File: src/verilog/dpm_pkg.sv
package dpm_pkg;

  // ---------------------------------------------------------------------------
  // Register offsets (word index on the plain register port)
  // ---------------------------------------------------------------------------
  localparam logic [7:0] ADR_CTRL     = 8'h00;
  localparam logic [7:0] ADR_CFG      = 8'h01;
  localparam logic [7:0] ADR_STATUS   = 8'h02;
  localparam logic [7:0] ADR_FAULT    = 8'h03;
  localparam logic [7:0] ADR_ALERT_EN = 8'h04;
  localparam logic [7:0] ADR_GPIO     = 8'h05;
  localparam logic [7:0] ADR_DEVADDR  = 8'h06;
  localparam logic [7:0] ADR_PWR1     = 8'h08;
  localparam logic [7:0] ADR_PWR2     = 8'h09;
  localparam logic [7:0] ADR_PVOLT1   = 8'h0A;
  localparam logic [7:0] ADR_PVOLT2   = 8'h0B;
  localparam logic [7:0] ADR_ITOT     = 8'h0C;
  localparam logic [7:0] ADR_PTOT     = 8'h0D;
  localparam logic [7:0] ADR_RES      = 8'h10;
  localparam logic [7:0] ADR_MIN      = 8'h18;
  localparam logic [7:0] ADR_MAX      = 8'h20;
  localparam logic [7:0] ADR_THR_LO   = 8'h28;
  localparam logic [7:0] ADR_THR_HI   = 8'h30;
  localparam logic [7:0] ADR_END      = 8'h38;

  // ---------------------------------------------------------------------------
  // Field positions and reset values
  // ---------------------------------------------------------------------------
  localparam int CTRL_CAL_BIT   = 7;
  localparam int CTRL_MODE_LSB  = 5;
  localparam int CTRL_SCAN_LSB  = 3;
  localparam int CFG_RES8_BIT   = 0;
  localparam int CFG_PSEL_BIT   = 1;
  localparam int CFG_RDY_BIT    = 2;
  localparam int CFG_ALERT_BIT  = 3;
  localparam int CFG_SHDN_BIT   = 4;
  localparam logic [7:0]  CTRL_RST = 8'h00;
  localparam logic [7:0]  CFG_RST  = 8'h00;
  localparam logic [11:0] MIN_RST  = 12'hFFF;
  localparam logic [11:0] MAX_RST  = 12'h000;
  localparam logic [11:0] LO_RST   = 12'h000;
  localparam logic [11:0] HI_RST   = 12'hFFF;
  localparam logic [6:0]  DEV_ADDR_BASE = 7'h60; // Arbitrary base value.

  // Measurement modes and voltage channels.
  localparam logic [1:0] MODE_CONT   = 2'h0;
  localparam logic [1:0] MODE_SNAP   = 2'h1;
  localparam logic [1:0] MODE_SINGLE = 2'h2;
  localparam logic [2:0] CH_S1 = 3'h0;
  localparam logic [2:0] CH_S2 = 3'h1;
  localparam logic [2:0] CH_G1 = 3'h2;
  localparam logic [2:0] CH_G2 = 3'h3;
  localparam logic [2:0] CH_G4 = 3'h5;
  localparam logic [2:0] SNAP_SENSE_PAIR = 3'h6;
  localparam logic [2:0] SNAP_GPIO_PAIR  = 3'h7;
  localparam int RES8_SHIFT = 4;

  // ---------------------------------------------------------------------------
  // Timing
  // ---------------------------------------------------------------------------
  localparam longint CLK_HZ    = 125000000;
  localparam longint I_CONV_MS = 33;
  localparam longint V_CONV_MS = 16;
  localparam int I_CONV_CYC = int'((I_CONV_MS * CLK_HZ) / 1000);
  localparam int V_CONV_CYC = int'((V_CONV_MS * CLK_HZ) / 1000);

  typedef enum logic [1:0] {I_IDLE, I_CAL, I_MEAS} dpm_ist_t;
  typedef enum logic       {V_IDLE, V_RUN}         dpm_vst_t;

  // Control travelling to the analog converters.
  typedef struct packed {
    logic       i_start;
    logic       i_cal;
    logic       v_start;
    logic [2:0] v_chan;
    logic       res8;
    logic       shutdown;
  } dpm_conv_req_t;

  // Results and bitstreams coming back from the converters.
  typedef struct packed {
    logic        mod_valid;
    logic        current_modulator_one;
    logic        imod2;
    logic [11:0] i1_code;
    logic [11:0] i2_code;
    logic [11:0] v_code;
  } dpm_conv_rsp_t;

endpackage

File: src/verilog/dpm_sequencer.sv
`timescale 1ns/10ps
// Notes on behaviour
// - current 33 ms, voltage 16 ms conversions
// - 8-bit mode divides conversion time by sixteen
// - continuous scan round-robins selected voltage inputs
// - status bit set on result: current pair, voltage, power
// - four open-drain pins; pin3 ready, pin4 alert
// - ready shows new data; alert shows faults
// - running minimum and maximum per measurement
// - out-of-window value logs fault, optional alert
// - two three-level pins give nine addresses
// - default: offset first, then load current
// - default voltage order: senses, then gpio1-4
// - latch voltage operand, add per modulator one
// - end of conversion stores power and operand
// - totals summed with least bit dropped
// - calibration captures no current; default every time
// - calibration bit write gives one calibration
// - six inputs refreshed at ten hertz
// - two sense inputs refreshed at thirty hertz
// - snapshot measures one input or a pair
// - snapshot done halts all converters
// - power voltage from senses or gpio1/2
// - mode 00 scan, 01 snapshot, 10 single
// - single cycle converts six inputs once
// - scan field picks inputs; default all six
// - calibration bit zero calibrates every conversion
// - shutdown register bit stops all conversion
module dpm_sequencer #(
  parameter int I_CYC = dpm_pkg::I_CONV_CYC,
  parameter int V_CYC = dpm_pkg::V_CONV_CYC
) (
  input  wire logic                   core_clk_i,
  input  wire logic                   rst_b_i,
  input  wire logic [7:0]             reg_addr_i,
  input  wire logic [31:0]            reg_wdata_i,
  input  wire logic                   reg_wr_i,
  input  wire logic                   reg_rd_i,
  output logic      [31:0]            reg_rdata_o,
  input  wire dpm_pkg::dpm_conv_rsp_t conv_rsp_i,
  output dpm_pkg::dpm_conv_req_t      conv_req_o,
  input  wire logic [1:0]             address_select_high_i,
  input  wire logic [1:0]             address_select_low_i,
  output logic      [6:0]             dev_addr_o,
  input  wire logic [3:0]             gpio_in_i,
  output logic      [3:0]             gpio_o,
  output logic      [3:0]             gpio_oe_o
);
  import dpm_pkg::*;

  typedef struct packed {
    logic [7:0]        ctrl;
    logic [7:0]        cfg;
    logic [3:0]        gpo;
    logic [7:0]        alert_en;
    logic [2:0]        status;
    logic [7:0]        fault;
    logic              boot;
    dpm_ist_t          ist;
    dpm_vst_t          vst;
    logic [22:0]       icnt;
    logic [22:0]       vcnt;
    logic [2:0]        ch;
    logic              pwr_on;
    logic [11:0]       op1;
    logic [11:0]       op2;
    logic [31:0]       acc1;
    logic [31:0]       acc2;
    logic [31:0]       pw1;
    logic [31:0]       pw2;
    logic [11:0]       pv1;
    logic [11:0]       pv2;
    logic [7:0][11:0]  res;
    logic [7:0][11:0]  mn;
    logic [7:0][11:0]  mx;
    logic [7:0][11:0]  lo;
    logic [7:0][11:0]  hi;
    logic [31:0]       rdata;
    logic              i_start;
    logic              v_start;
    logic [6:0]        devaddr;
  } dpm_state_t;

  dpm_state_t s_r;
  dpm_state_t s_nxt;

  // ---------------------------------------------------------------------------
  // Derived control
  // ---------------------------------------------------------------------------
  logic [1:0]  mode;
  logic [2:0]  first_ch;
  logic [2:0]  last_ch;
  logic [22:0] i_per;
  logic [22:0] v_per;
  logic        use_gpio_op;
  logic [11:0] itot;
  logic [31:0] ptot;
  logic [12:0] isum;
  logic [32:0] psum;

  assign mode = s_r.ctrl[CTRL_MODE_LSB +: 2];

  // Eight-bit mode runs sixteen times faster; the shift keeps one constant per period.
  assign i_per = s_r.cfg[CFG_RES8_BIT] ? 23'(I_CYC >> RES8_SHIFT) : 23'(I_CYC);
  assign v_per = s_r.cfg[CFG_RES8_BIT] ? 23'(V_CYC >> RES8_SHIFT) : 23'(V_CYC);

  // Channel window of the voltage list; every list is a contiguous run of channels.
  always_comb begin
    first_ch = CH_S1;
    last_ch  = CH_G4;
    if (mode == MODE_SNAP) begin
      if (s_r.ctrl[2:0] == SNAP_SENSE_PAIR) begin
        first_ch = CH_S1;
        last_ch  = CH_S2;
      end else if (s_r.ctrl[2:0] == SNAP_GPIO_PAIR) begin
        first_ch = CH_G1;
        last_ch  = CH_G2;
      end else begin
        first_ch = s_r.ctrl[2:0];
        last_ch  = s_r.ctrl[2:0];
      end
    end else if (mode == MODE_CONT) begin
      case (s_r.ctrl[CTRL_SCAN_LSB +: 2])
        2'h1: begin
          first_ch = CH_S1;
          last_ch  = CH_S2;
        end
        2'h2: begin
          first_ch = CH_G1;
          last_ch  = CH_G2;
        end
        2'h3: begin
          first_ch = CH_G1;
          last_ch  = CH_G4;
        end
        default: begin
          first_ch = CH_S1;
          last_ch  = CH_G4;
        end
      endcase
    end
  end

  // Power operands come from the gpio pair when chosen or when the scan skips the senses.
  assign use_gpio_op = s_r.cfg[CFG_PSEL_BIT] ||
                       (mode == MODE_CONT && s_r.ctrl[CTRL_SCAN_LSB + 1]);

  // Totals drop the low bit so the sum fits the field width.
  assign isum = {1'b0, s_r.res[0]} + {1'b0, s_r.res[1]};
  assign psum = {1'b0, s_r.pw1} + {1'b0, s_r.pw2};
  assign itot = isum[12:1];
  assign ptot = psum[32:1];

  // ---------------------------------------------------------------------------
  // Next state
  // ---------------------------------------------------------------------------
  always_comb begin
    logic [7:0]       wr_en;
    logic [7:0][11:0] wr_dat;
    logic             begin_meas;
    logic             go;
    logic [2:0]       st_set;
    logic [2:0]       st_clr;
    logic [7:0]       f_set;
    logic [7:0]       f_clr;
    logic [7:0]       idx;
    logic             restart;
    logic             nv;
    logic [2:0]       vi;
    logic [31:0]      a1;
    logic [31:0]      a2;
    wr_en      = 8'h00;
    wr_dat     = '0;
    begin_meas = 1'b0;
    go         = 1'b0;
    st_set     = 3'h0;
    st_clr     = 3'h0;
    f_set      = 8'h00;
    f_clr      = 8'h00;
    idx        = 8'h00;
    restart    = 1'b0;
    nv         = 1'b0;
    vi         = s_r.ch + 3'h2;
    a1         = 32'h0;
    a2         = 32'h0;
    s_nxt         = s_r;
    s_nxt.i_start = 1'b0;
    s_nxt.v_start = 1'b0;
    s_nxt.devaddr = DEV_ADDR_BASE + 7'(address_select_high_i) * 7'h03
                    + 7'(address_select_low_i);

    // Register writes; a control write restarts the whole sequence.
    if (reg_wr_i) begin
      if (reg_addr_i == ADR_CTRL) begin
        s_nxt.ctrl = reg_wdata_i[7:0];
        restart    = 1'b1;
      end else if (reg_addr_i == ADR_CFG) begin
        s_nxt.cfg = reg_wdata_i[7:0];
      end else if (reg_addr_i == ADR_FAULT) begin
        f_clr = reg_wdata_i[7:0];
      end else if (reg_addr_i == ADR_ALERT_EN) begin
        s_nxt.alert_en = reg_wdata_i[7:0];
      end else if (reg_addr_i == ADR_GPIO) begin
        s_nxt.gpo = reg_wdata_i[3:0];
      end else if (reg_addr_i >= ADR_MIN && reg_addr_i < ADR_MAX) begin
        idx = reg_addr_i - ADR_MIN;
        s_nxt.mn[idx[2:0]] = reg_wdata_i[11:0];
      end else if (reg_addr_i >= ADR_MAX && reg_addr_i < ADR_THR_LO) begin
        idx = reg_addr_i - ADR_MAX;
        s_nxt.mx[idx[2:0]] = reg_wdata_i[11:0];
      end else if (reg_addr_i >= ADR_THR_LO && reg_addr_i < ADR_THR_HI) begin
        idx = reg_addr_i - ADR_THR_LO;
        s_nxt.lo[idx[2:0]] = reg_wdata_i[11:0];
      end else if (reg_addr_i >= ADR_THR_HI && reg_addr_i < ADR_END) begin
        idx = reg_addr_i - ADR_THR_HI;
        s_nxt.hi[idx[2:0]] = reg_wdata_i[11:0];
      end
    end

    // Reading status acknowledges the data-ready indication.
    if (reg_rd_i && reg_addr_i == ADR_STATUS) begin
      st_clr = s_r.status;
    end

    // Power-up and leaving shutdown both start a fresh sequence.
    // A start waits out a pending start pulse so that starts never run back to back.
    if (s_r.boot && !s_r.i_start && !s_r.v_start) begin
      go = 1'b1;
    end

    if (s_r.cfg[CFG_SHDN_BIT]) begin
      s_nxt.ist  = I_IDLE;
      s_nxt.vst  = V_IDLE;
      s_nxt.boot = 1'b1;
    end else if (go) begin
      // Every start calibrates first, which also gives the one-off calibration.
      s_nxt.boot    = 1'b0;
      s_nxt.ist     = I_CAL;
      s_nxt.icnt    = i_per - 23'h1;
      s_nxt.i_start = 1'b1;
      s_nxt.vst     = V_RUN;
      s_nxt.ch      = first_ch;
      s_nxt.vcnt    = v_per - 23'h1;
      s_nxt.v_start = 1'b1;
      s_nxt.pwr_on  = !(mode == MODE_SNAP && s_r.ctrl[2:0] < SNAP_SENSE_PAIR);
    end else begin
      // Both current converters share one sequencer so they stay in lockstep.
      case (s_r.ist)
        I_CAL: begin
          if (s_r.icnt == 23'h0) begin
            begin_meas = 1'b1;
          end else begin
            s_nxt.icnt = s_r.icnt - 23'h1;
          end
        end
        I_MEAS: begin
          // Every modulator one adds the latched voltage, the end cycle included.
          if (conv_rsp_i.mod_valid && conv_rsp_i.current_modulator_one) begin
            a1 = 32'(s_r.op1);
          end
          if (conv_rsp_i.mod_valid && conv_rsp_i.imod2) begin
            a2 = 32'(s_r.op2);
          end
          s_nxt.acc1 = s_r.acc1 + a1;
          s_nxt.acc2 = s_r.acc2 + a2;
          if (s_r.icnt == 23'h0) begin
            // Both currents land together, so they share one status bit.
            wr_en[1:0] = 2'h3;
            wr_dat[0]  = conv_rsp_i.i1_code;
            wr_dat[1]  = conv_rsp_i.i2_code;
            st_set[0]  = 1'b1;
            if (s_r.pwr_on) begin
              s_nxt.pw1 = s_r.acc1 + a1;
              s_nxt.pw2 = s_r.acc2 + a2;
              s_nxt.pv1 = s_r.op1;
              s_nxt.pv2 = s_r.op2;
              st_set[2] = 1'b1;
            end
            if (mode != MODE_CONT) begin
              s_nxt.ist = I_IDLE;
            end else if (s_r.ctrl[CTRL_CAL_BIT]) begin
              begin_meas = 1'b1;
            end else begin
              s_nxt.ist     = I_CAL;
              s_nxt.icnt    = i_per - 23'h1;
              s_nxt.i_start = 1'b1;
            end
          end else begin
            s_nxt.icnt = s_r.icnt - 23'h1;
          end
        end
        default: begin
        end
      endcase
      // A load measurement latches the newest voltages as its power operands.
      if (begin_meas) begin
        s_nxt.ist     = I_MEAS;
        s_nxt.icnt    = i_per - 23'h1;
        s_nxt.i_start = 1'b1;
        s_nxt.acc1    = 32'h0;
        s_nxt.acc2    = 32'h0;
        s_nxt.op1 = use_gpio_op ? s_r.res[CH_G1 + 3'h2]
                                : s_r.res[CH_S1 + 3'h2];
        s_nxt.op2 = use_gpio_op ? s_r.res[CH_G2 + 3'h2]
                                : s_r.res[CH_S2 + 3'h2];
      end
      // The voltage converter stores its code, then steps through the channel window.
      if (s_r.vst == V_RUN) begin
        if (s_r.vcnt == 23'h0) begin
          wr_en[vi]  = 1'b1;
          wr_dat[vi] = conv_rsp_i.v_code;
          st_set[1]  = 1'b1;
          if (s_r.ch != last_ch) begin
            s_nxt.ch = s_r.ch + 3'h1;
            nv       = 1'b1;
          end else if (mode == MODE_CONT) begin
            s_nxt.ch = first_ch;
            nv       = 1'b1;
          end else begin
            s_nxt.vst = V_IDLE;
          end
        end else begin
          s_nxt.vcnt = s_r.vcnt - 23'h1;
        end
      end
      if (nv) begin
        s_nxt.v_start = 1'b1;
        s_nxt.vcnt    = v_per - 23'h1;
      end
    end

    // Results go through one place that also tracks extremes and the window.
    for (int i = 0; i < 8; i++) begin
      if (wr_en[i]) begin
        s_nxt.res[i] = wr_dat[i];
        if (wr_dat[i] < s_r.mn[i]) s_nxt.mn[i] = wr_dat[i];
        if (wr_dat[i] > s_r.mx[i]) s_nxt.mx[i] = wr_dat[i];
        if (wr_dat[i] < s_r.lo[i] || wr_dat[i] > s_r.hi[i]) f_set[i] = 1'b1;
      end
    end

    // A hardware set wins over a clear in the same cycle, so no event is lost.
    s_nxt.status = (s_r.status & ~st_clr) | st_set;
    s_nxt.fault  = (s_r.fault & ~f_clr) | f_set;

    // A control write stops every converter; the new settings start next cycle.
    if (restart) begin
      s_nxt.ist     = I_IDLE;
      s_nxt.vst     = V_IDLE;
      s_nxt.i_start = 1'b0;
      s_nxt.v_start = 1'b0;
      s_nxt.boot    = 1'b1;
    end

    // Read data are registered and stand in the one cycle after the strobe.
    s_nxt.rdata = 32'h0;
    if (reg_rd_i) begin
      if (reg_addr_i == ADR_CTRL) s_nxt.rdata = 32'(s_r.ctrl);
      else if (reg_addr_i == ADR_CFG) s_nxt.rdata = 32'(s_r.cfg);
      else if (reg_addr_i == ADR_STATUS) s_nxt.rdata = 32'(s_r.status);
      else if (reg_addr_i == ADR_FAULT) s_nxt.rdata = 32'(s_r.fault);
      else if (reg_addr_i == ADR_ALERT_EN) s_nxt.rdata = 32'(s_r.alert_en);
      else if (reg_addr_i == ADR_GPIO) s_nxt.rdata = 32'({gpio_in_i, s_r.gpo});
      else if (reg_addr_i == ADR_DEVADDR) s_nxt.rdata = 32'(s_r.devaddr);
      else if (reg_addr_i == ADR_PWR1) s_nxt.rdata = s_r.pw1;
      else if (reg_addr_i == ADR_PWR2) s_nxt.rdata = s_r.pw2;
      else if (reg_addr_i == ADR_PVOLT1) s_nxt.rdata = 32'(s_r.pv1);
      else if (reg_addr_i == ADR_PVOLT2) s_nxt.rdata = 32'(s_r.pv2);
      else if (reg_addr_i == ADR_ITOT) s_nxt.rdata = 32'(itot);
      else if (reg_addr_i == ADR_PTOT) s_nxt.rdata = ptot;
      else if (reg_addr_i >= ADR_RES && reg_addr_i < ADR_MIN)
        s_nxt.rdata = 32'(s_r.res[reg_addr_i[2:0]]);
      else if (reg_addr_i >= ADR_MIN && reg_addr_i < ADR_MAX)
        s_nxt.rdata = 32'(s_r.mn[reg_addr_i[2:0]]);
      else if (reg_addr_i >= ADR_MAX && reg_addr_i < ADR_THR_LO)
        s_nxt.rdata = 32'(s_r.mx[reg_addr_i[2:0]]);
      else if (reg_addr_i >= ADR_THR_LO && reg_addr_i < ADR_THR_HI)
        s_nxt.rdata = 32'(s_r.lo[reg_addr_i[2:0]]);
      else if (reg_addr_i >= ADR_THR_HI && reg_addr_i < ADR_END)
        s_nxt.rdata = 32'(s_r.hi[reg_addr_i[2:0]]);
    end
  end

  // ---------------------------------------------------------------------------
  // State register and outputs
  // ---------------------------------------------------------------------------
  // The reset branch loads constants only; boot makes the first cycle start the scan.
  always_ff @(posedge core_clk_i or negedge rst_b_i) begin
    if (!rst_b_i) begin
      s_r         <= '0;
      s_r.ctrl    <= CTRL_RST;
      s_r.cfg     <= CFG_RST;
      s_r.boot    <= 1'b1;
      s_r.ist     <= I_IDLE;
      s_r.vst     <= V_IDLE;
      s_r.mn      <= {8{MIN_RST}};
      s_r.mx      <= {8{MAX_RST}};
      s_r.lo      <= {8{LO_RST}};
      s_r.hi      <= {8{HI_RST}};
      s_r.devaddr <= DEV_ADDR_BASE;
    end else begin
      s_r <= s_nxt;
    end
  end

  // Starts are masked in shutdown so a start decided just before it never escapes.
  assign conv_req_o = '{i_start:  s_r.i_start && !s_r.cfg[CFG_SHDN_BIT],
                        i_cal:    s_r.ist == I_CAL,
                        v_start:  s_r.v_start && !s_r.cfg[CFG_SHDN_BIT],
                        v_chan:   s_r.ch,
                        res8:     s_r.cfg[CFG_RES8_BIT],
                        shutdown: s_r.cfg[CFG_SHDN_BIT]};
  assign reg_rdata_o = s_r.rdata;
  assign dev_addr_o  = s_r.devaddr;

  // Open-drain pins only ever pull low, so the enable alone carries the level.
  assign gpio_o    = 4'h0;
  assign gpio_oe_o = {s_r.cfg[CFG_ALERT_BIT] ? |(s_r.fault & s_r.alert_en) : s_r.gpo[3],
                      s_r.cfg[CFG_RDY_BIT] ? (s_r.status != 3'h0) : s_r.gpo[2],
                      s_r.gpo[1:0]};
endmodule

File: config.mk
export PLATFORM = sky130hd
export DESIGN_NAME = dpm_sequencer
export DESIGN_NICKNAME = d
export VERILOG_FILES = /design/src/verilog/dpm_pkg.sv /design/src/verilog/dpm_sequencer.sv
export SDC_FILE = /design/constraint.sdc
export NUM_CORES = 2
export LEC_CHECK = 0
export BUFFER_PORTS_ARGS = -buffer_cell sky130_fd_sc_hd__buf_2
export CAP_MARGIN = 25
export CORE_MARGIN = 2
export CORE_UTILIZATION = 46
export DETAILED_ROUTE_END_ITERATION = 7
export HOLD_SLACK_MARGIN = 0.05
export PLACE_DENSITY = 0.74
export SLEW_MARGIN = 20
export SYNTH_ARGS = -nofsm -noshare
export SYNTH_HDL_FRONTEND = slang
export SYNTH_SLANG_ARGS = --single-unit
File: constraint.sdc
create_clock -name core_clk_i -period 6.1 [get_ports core_clk_i]
set_input_delay 0.305 -clock core_clk_i [delete_from_list [all_inputs] [get_ports core_clk_i]]
set_output_delay 0.305 -clock core_clk_i [all_outputs]
set_load 0.02 [all_outputs]
==> results.ini <==
[yosys]
yosys_warnings=0
synth_top_family_by_area=multiplexers
ys.flop_type=dfrtp_1
syn_inst=5451
synth_edf_count=0
async_flop_share_pct=100
synth_fa_ha_area_share_pct=10.7
synthTopCellsByCount=dfrtp_1 (595), nand2_1 (543), ha_1 (448)
synthSimpleGateAreaFrac_pct=12.8
synth_cell_types=94
syn_area_sq_um=53500
ys_seq_area_share_pct=37.3
synth.area.top_cells=dfrtp_1 (28%), ha_1 (10%), dfstp_2 (9.5%)
yosys.area.top_type_share_pct=27.9
synthXorXnorAreaFrac_pct=1.43
ys_ff_latch=788
yosysMostFrequentCell=dfrtp_1
synth.avg_cell_area_sq_um=9.81
synthMuxAreaShare_pct=17.7
synth_compound_area_share_pct=14.1
yosysTopAreaCell=dfrtp_1

[power]
switchingPower_mw=4.55
leakage_nw=28.3
sw_frac_of_total_pct=32.0
powerDensity_nw_per_um2=241
internal_power_mw=9.68
seqPwrFrac_pct=42.8
p_comb_share_pct=18.7
ir_worst_vdd_uv=265
p_clk_share_pct=38.5

[timing]
setup_tns_ns=0
finalHoldViolCount=0
setup_violations=0
post-route-min-period_ns=5.49
hold_ws_ns=0.0736
slew_viol_final=0
slew_headroom_pct=21.0
final.period_utilization_pct=90.0
fmax_mhz=182
rsz0062_at_grt=no
worst_clock_skew_ns=0.0476
worst_pin_slew_ns=1.18

[detailed_routing]
num_vias=46600
wl_per_cell_um=28.9
routed_via_density=6.56
drc=0
drtAntennaViolNets=0
drt-total-wl_um=205000
drt_pass1_iterations=8
drt_iter0_drc=6053

[floorplan]
die-area_sq_um=119000
rows=125
die_h_um=345
die_w_um=345
num_io_pins=146
core_area_sq_um=116000
start_util_pct=46.2

[clock_tree]
cts_made_buffers=87
htreeDepth=3
insertion_delay_ns=0.71
cts_tree=yes
post_cts_buffers=0
cts.sinks=788
cts_resized=0
clk_pin_slew_ns=0.06
cts_root_buffer=clkbuf_16
cts_buffer_depth=3

[grt]
grt_max_degree=138
grt_pass1_vias=43900
grt_first_pass_wirelength_um=294000
antenna_found_initial=15
grt.overflow.total=0
grt_usage_pct=33.7

[hold_path]
holdCritPathClass=input pin to flip-flop

[critical_path]
crit_path_top_delay_cell=nor3_1
slowest_delay_ns=0.79
cp.required_ns=6.68
crit_fanout=12
r2r-start=s_r[718]
r2r-end=s_r[304]
worstSetupEndpointType=flip-flop
r2r_setup_slack_ns=0.61
r2r.worst_path.cells=15
cp.arrival_ns=6.07
crit_type=flip-flop to flip-flop
crit_path_cell_trace=nor4_4 > nand2_1 > or4_4 > nor2_1 > nand2_1 > buf_4 > nor3_1 > ha_1 > o21ai_0 > nand2b_1 > a21oi_1 > nor3_1 > a2111oi_0 > or3_1 > mux2_2
startpoint_type=flip-flop
startpoint=s_r[718]
crit_path_end=s_r[304]

[place]
dp_hpwl_um=149000
place_area_sq_um=55900
gp_congestion=1.09
io_buffers=119

[final_layout]
nets=6042
fin_area_sq_um=59000
syn_to_final_growth_pct=10.5
drive_gt1_share_pct=20.6

[status]
outcome=finished clean

[job]
cap_viol_max_count=0

-- registers in the layout, summed over array words and instances, names as in the netlist --
register     count
dev_addr_o       5
mode             2
conv_req_o       5
s_r            742
reg_rdata_o     32
gpio_oe_o        2
-- routing by layer --
layer  up-vias  global-route usage (%)  wire length, um
met2      3127                    48.4            84800
met5         -                   0.801              265
li1      19700                       -                -
met1     22800                    42.4            75500
met3       896                    11.4            26400
met4        20                    24.1            18200
-- through the flow --
stage	power (mW)	util (%)	cells	setup WS, ns
global placement	8.62	48.3	6908	0.899
floorplan	7.65	-	5455	1.49
CTS	14.1	51.0	7090	0.777
detailed placement	8.70	48.3	6910	0.754
global route	14.7	51.0	7094	0.349
finish	14.2	51.0	7099	0.610
-- kinds of logic after synthesis --
logic type,Yosys count
and+or+nand+nor,1400
AOI/OAI and AO/OA,1188
DFF,788
buffers and inverters,780
muxes,753
adders and majority gates,453
xor gates and xnor gates,87
other,2
-- power groups by stage --
| stage | Clock (mW) | Sequential, mW | Combinational [mW] |
|---|---|---|---|
| final | 5.48 | 6.09 | 2.66 |
| after global routing | 5.72 | 6.11 | 2.85 |
| after CTS | 5.50 | 6.06 | 2.58 |
| after detailed placement | 0 | 6.15 | 2.55 |
| after global placement | 0 | 6.13 | 2.49 |
| after floorplan | 0 | 5.95 | 1.70 |
-- worst min path at each step --
| stage | endpoint | startpoint | slack (ns) | cells after the start |
|---|---|---|---|---|
| 2_1_floorplan | conv_req_o[0] | rst_b_i | 0.009 | 0 |
| 3_3_place_gp | s_r[727] | rst_b_i | 0.42 | 1 |
| 3_5_place_dp | s_r[728] | rst_b_i | 0.42 | 1 |
| 4_1_cts | s_r[255] | conv_rsp_i[22] | 0.05 | 3 |
| 5_1_grt | reg_rdata_o[7] | reg_rd_i | 0.09 | 3 |
| 6_report | dev_addr_o[4] | address_select_high_i[0] | 0.07 | 3 |
-- cell usage in the layout (no fill, tap or decap), types with 19 or more instances in the layout --
master	instances
a211oi_1	23
nor3_2	19
dfstp_2	193
clkbuf_1	19
and3_1	53
xor2_1	40
inv_1	426
clkbuf_16	90
nor2b_1	49
nor3_1	93
and2_1	58
o22ai_1	21
o21a_1	19
dlygate4sd3_1	19
a21oi_1	251
nand2b_1	41
or3_1	54
a22oi_1	20
mux2_2	351
o21ai_0	355
nand2_1	543
a22o_1	27
o211ai_1	23
buf_4	150
nand4_1	106
mux2i_1	277
nand3_1	84
nor4_1	34
dfrtp_1	595
a21o_1	203
ha_1	448
mux4_2	117
buf_2	116
nor2_1	195
xnor2_1	47
o31ai_1	20
a31oi_1	63
-- area by class of cell --
class | count | area, sq um
Fill cell | 10300 | 56700
Multi-Input combinational cell | 3887 | 30500
Sequential cell | 788 | 20000
Clock buffer | 122 | 2500
Timing Repair Buffer | 300 | 2130
Tap cell | 1524 | 1910
Inverter | 434 | 1630
Clock inverter | 39 | 410
Antenna cell | 5 | 12.5
-- timing repair --
| action | 4_1_cts | 5_1_grt |
|---|---|---|
| hold endpoints to repair | 101 | 0 |
| endpoints found under the setup margin | 0 | 0 |
| hold buffers | 19 | 0 |
-- worst max-delay path: cells and delay by family (launching register included) --
family / cells / cell delay (ns)
compound gates: 3 / 0.62
buf+inv: 1 / 0.28
simple gates: 9 / 3.23
flops: 1 / 0.46
fa+ha+maj: 1 / 0.40
mux: 1 / 0.41
(Power assumes the default switching activity.)
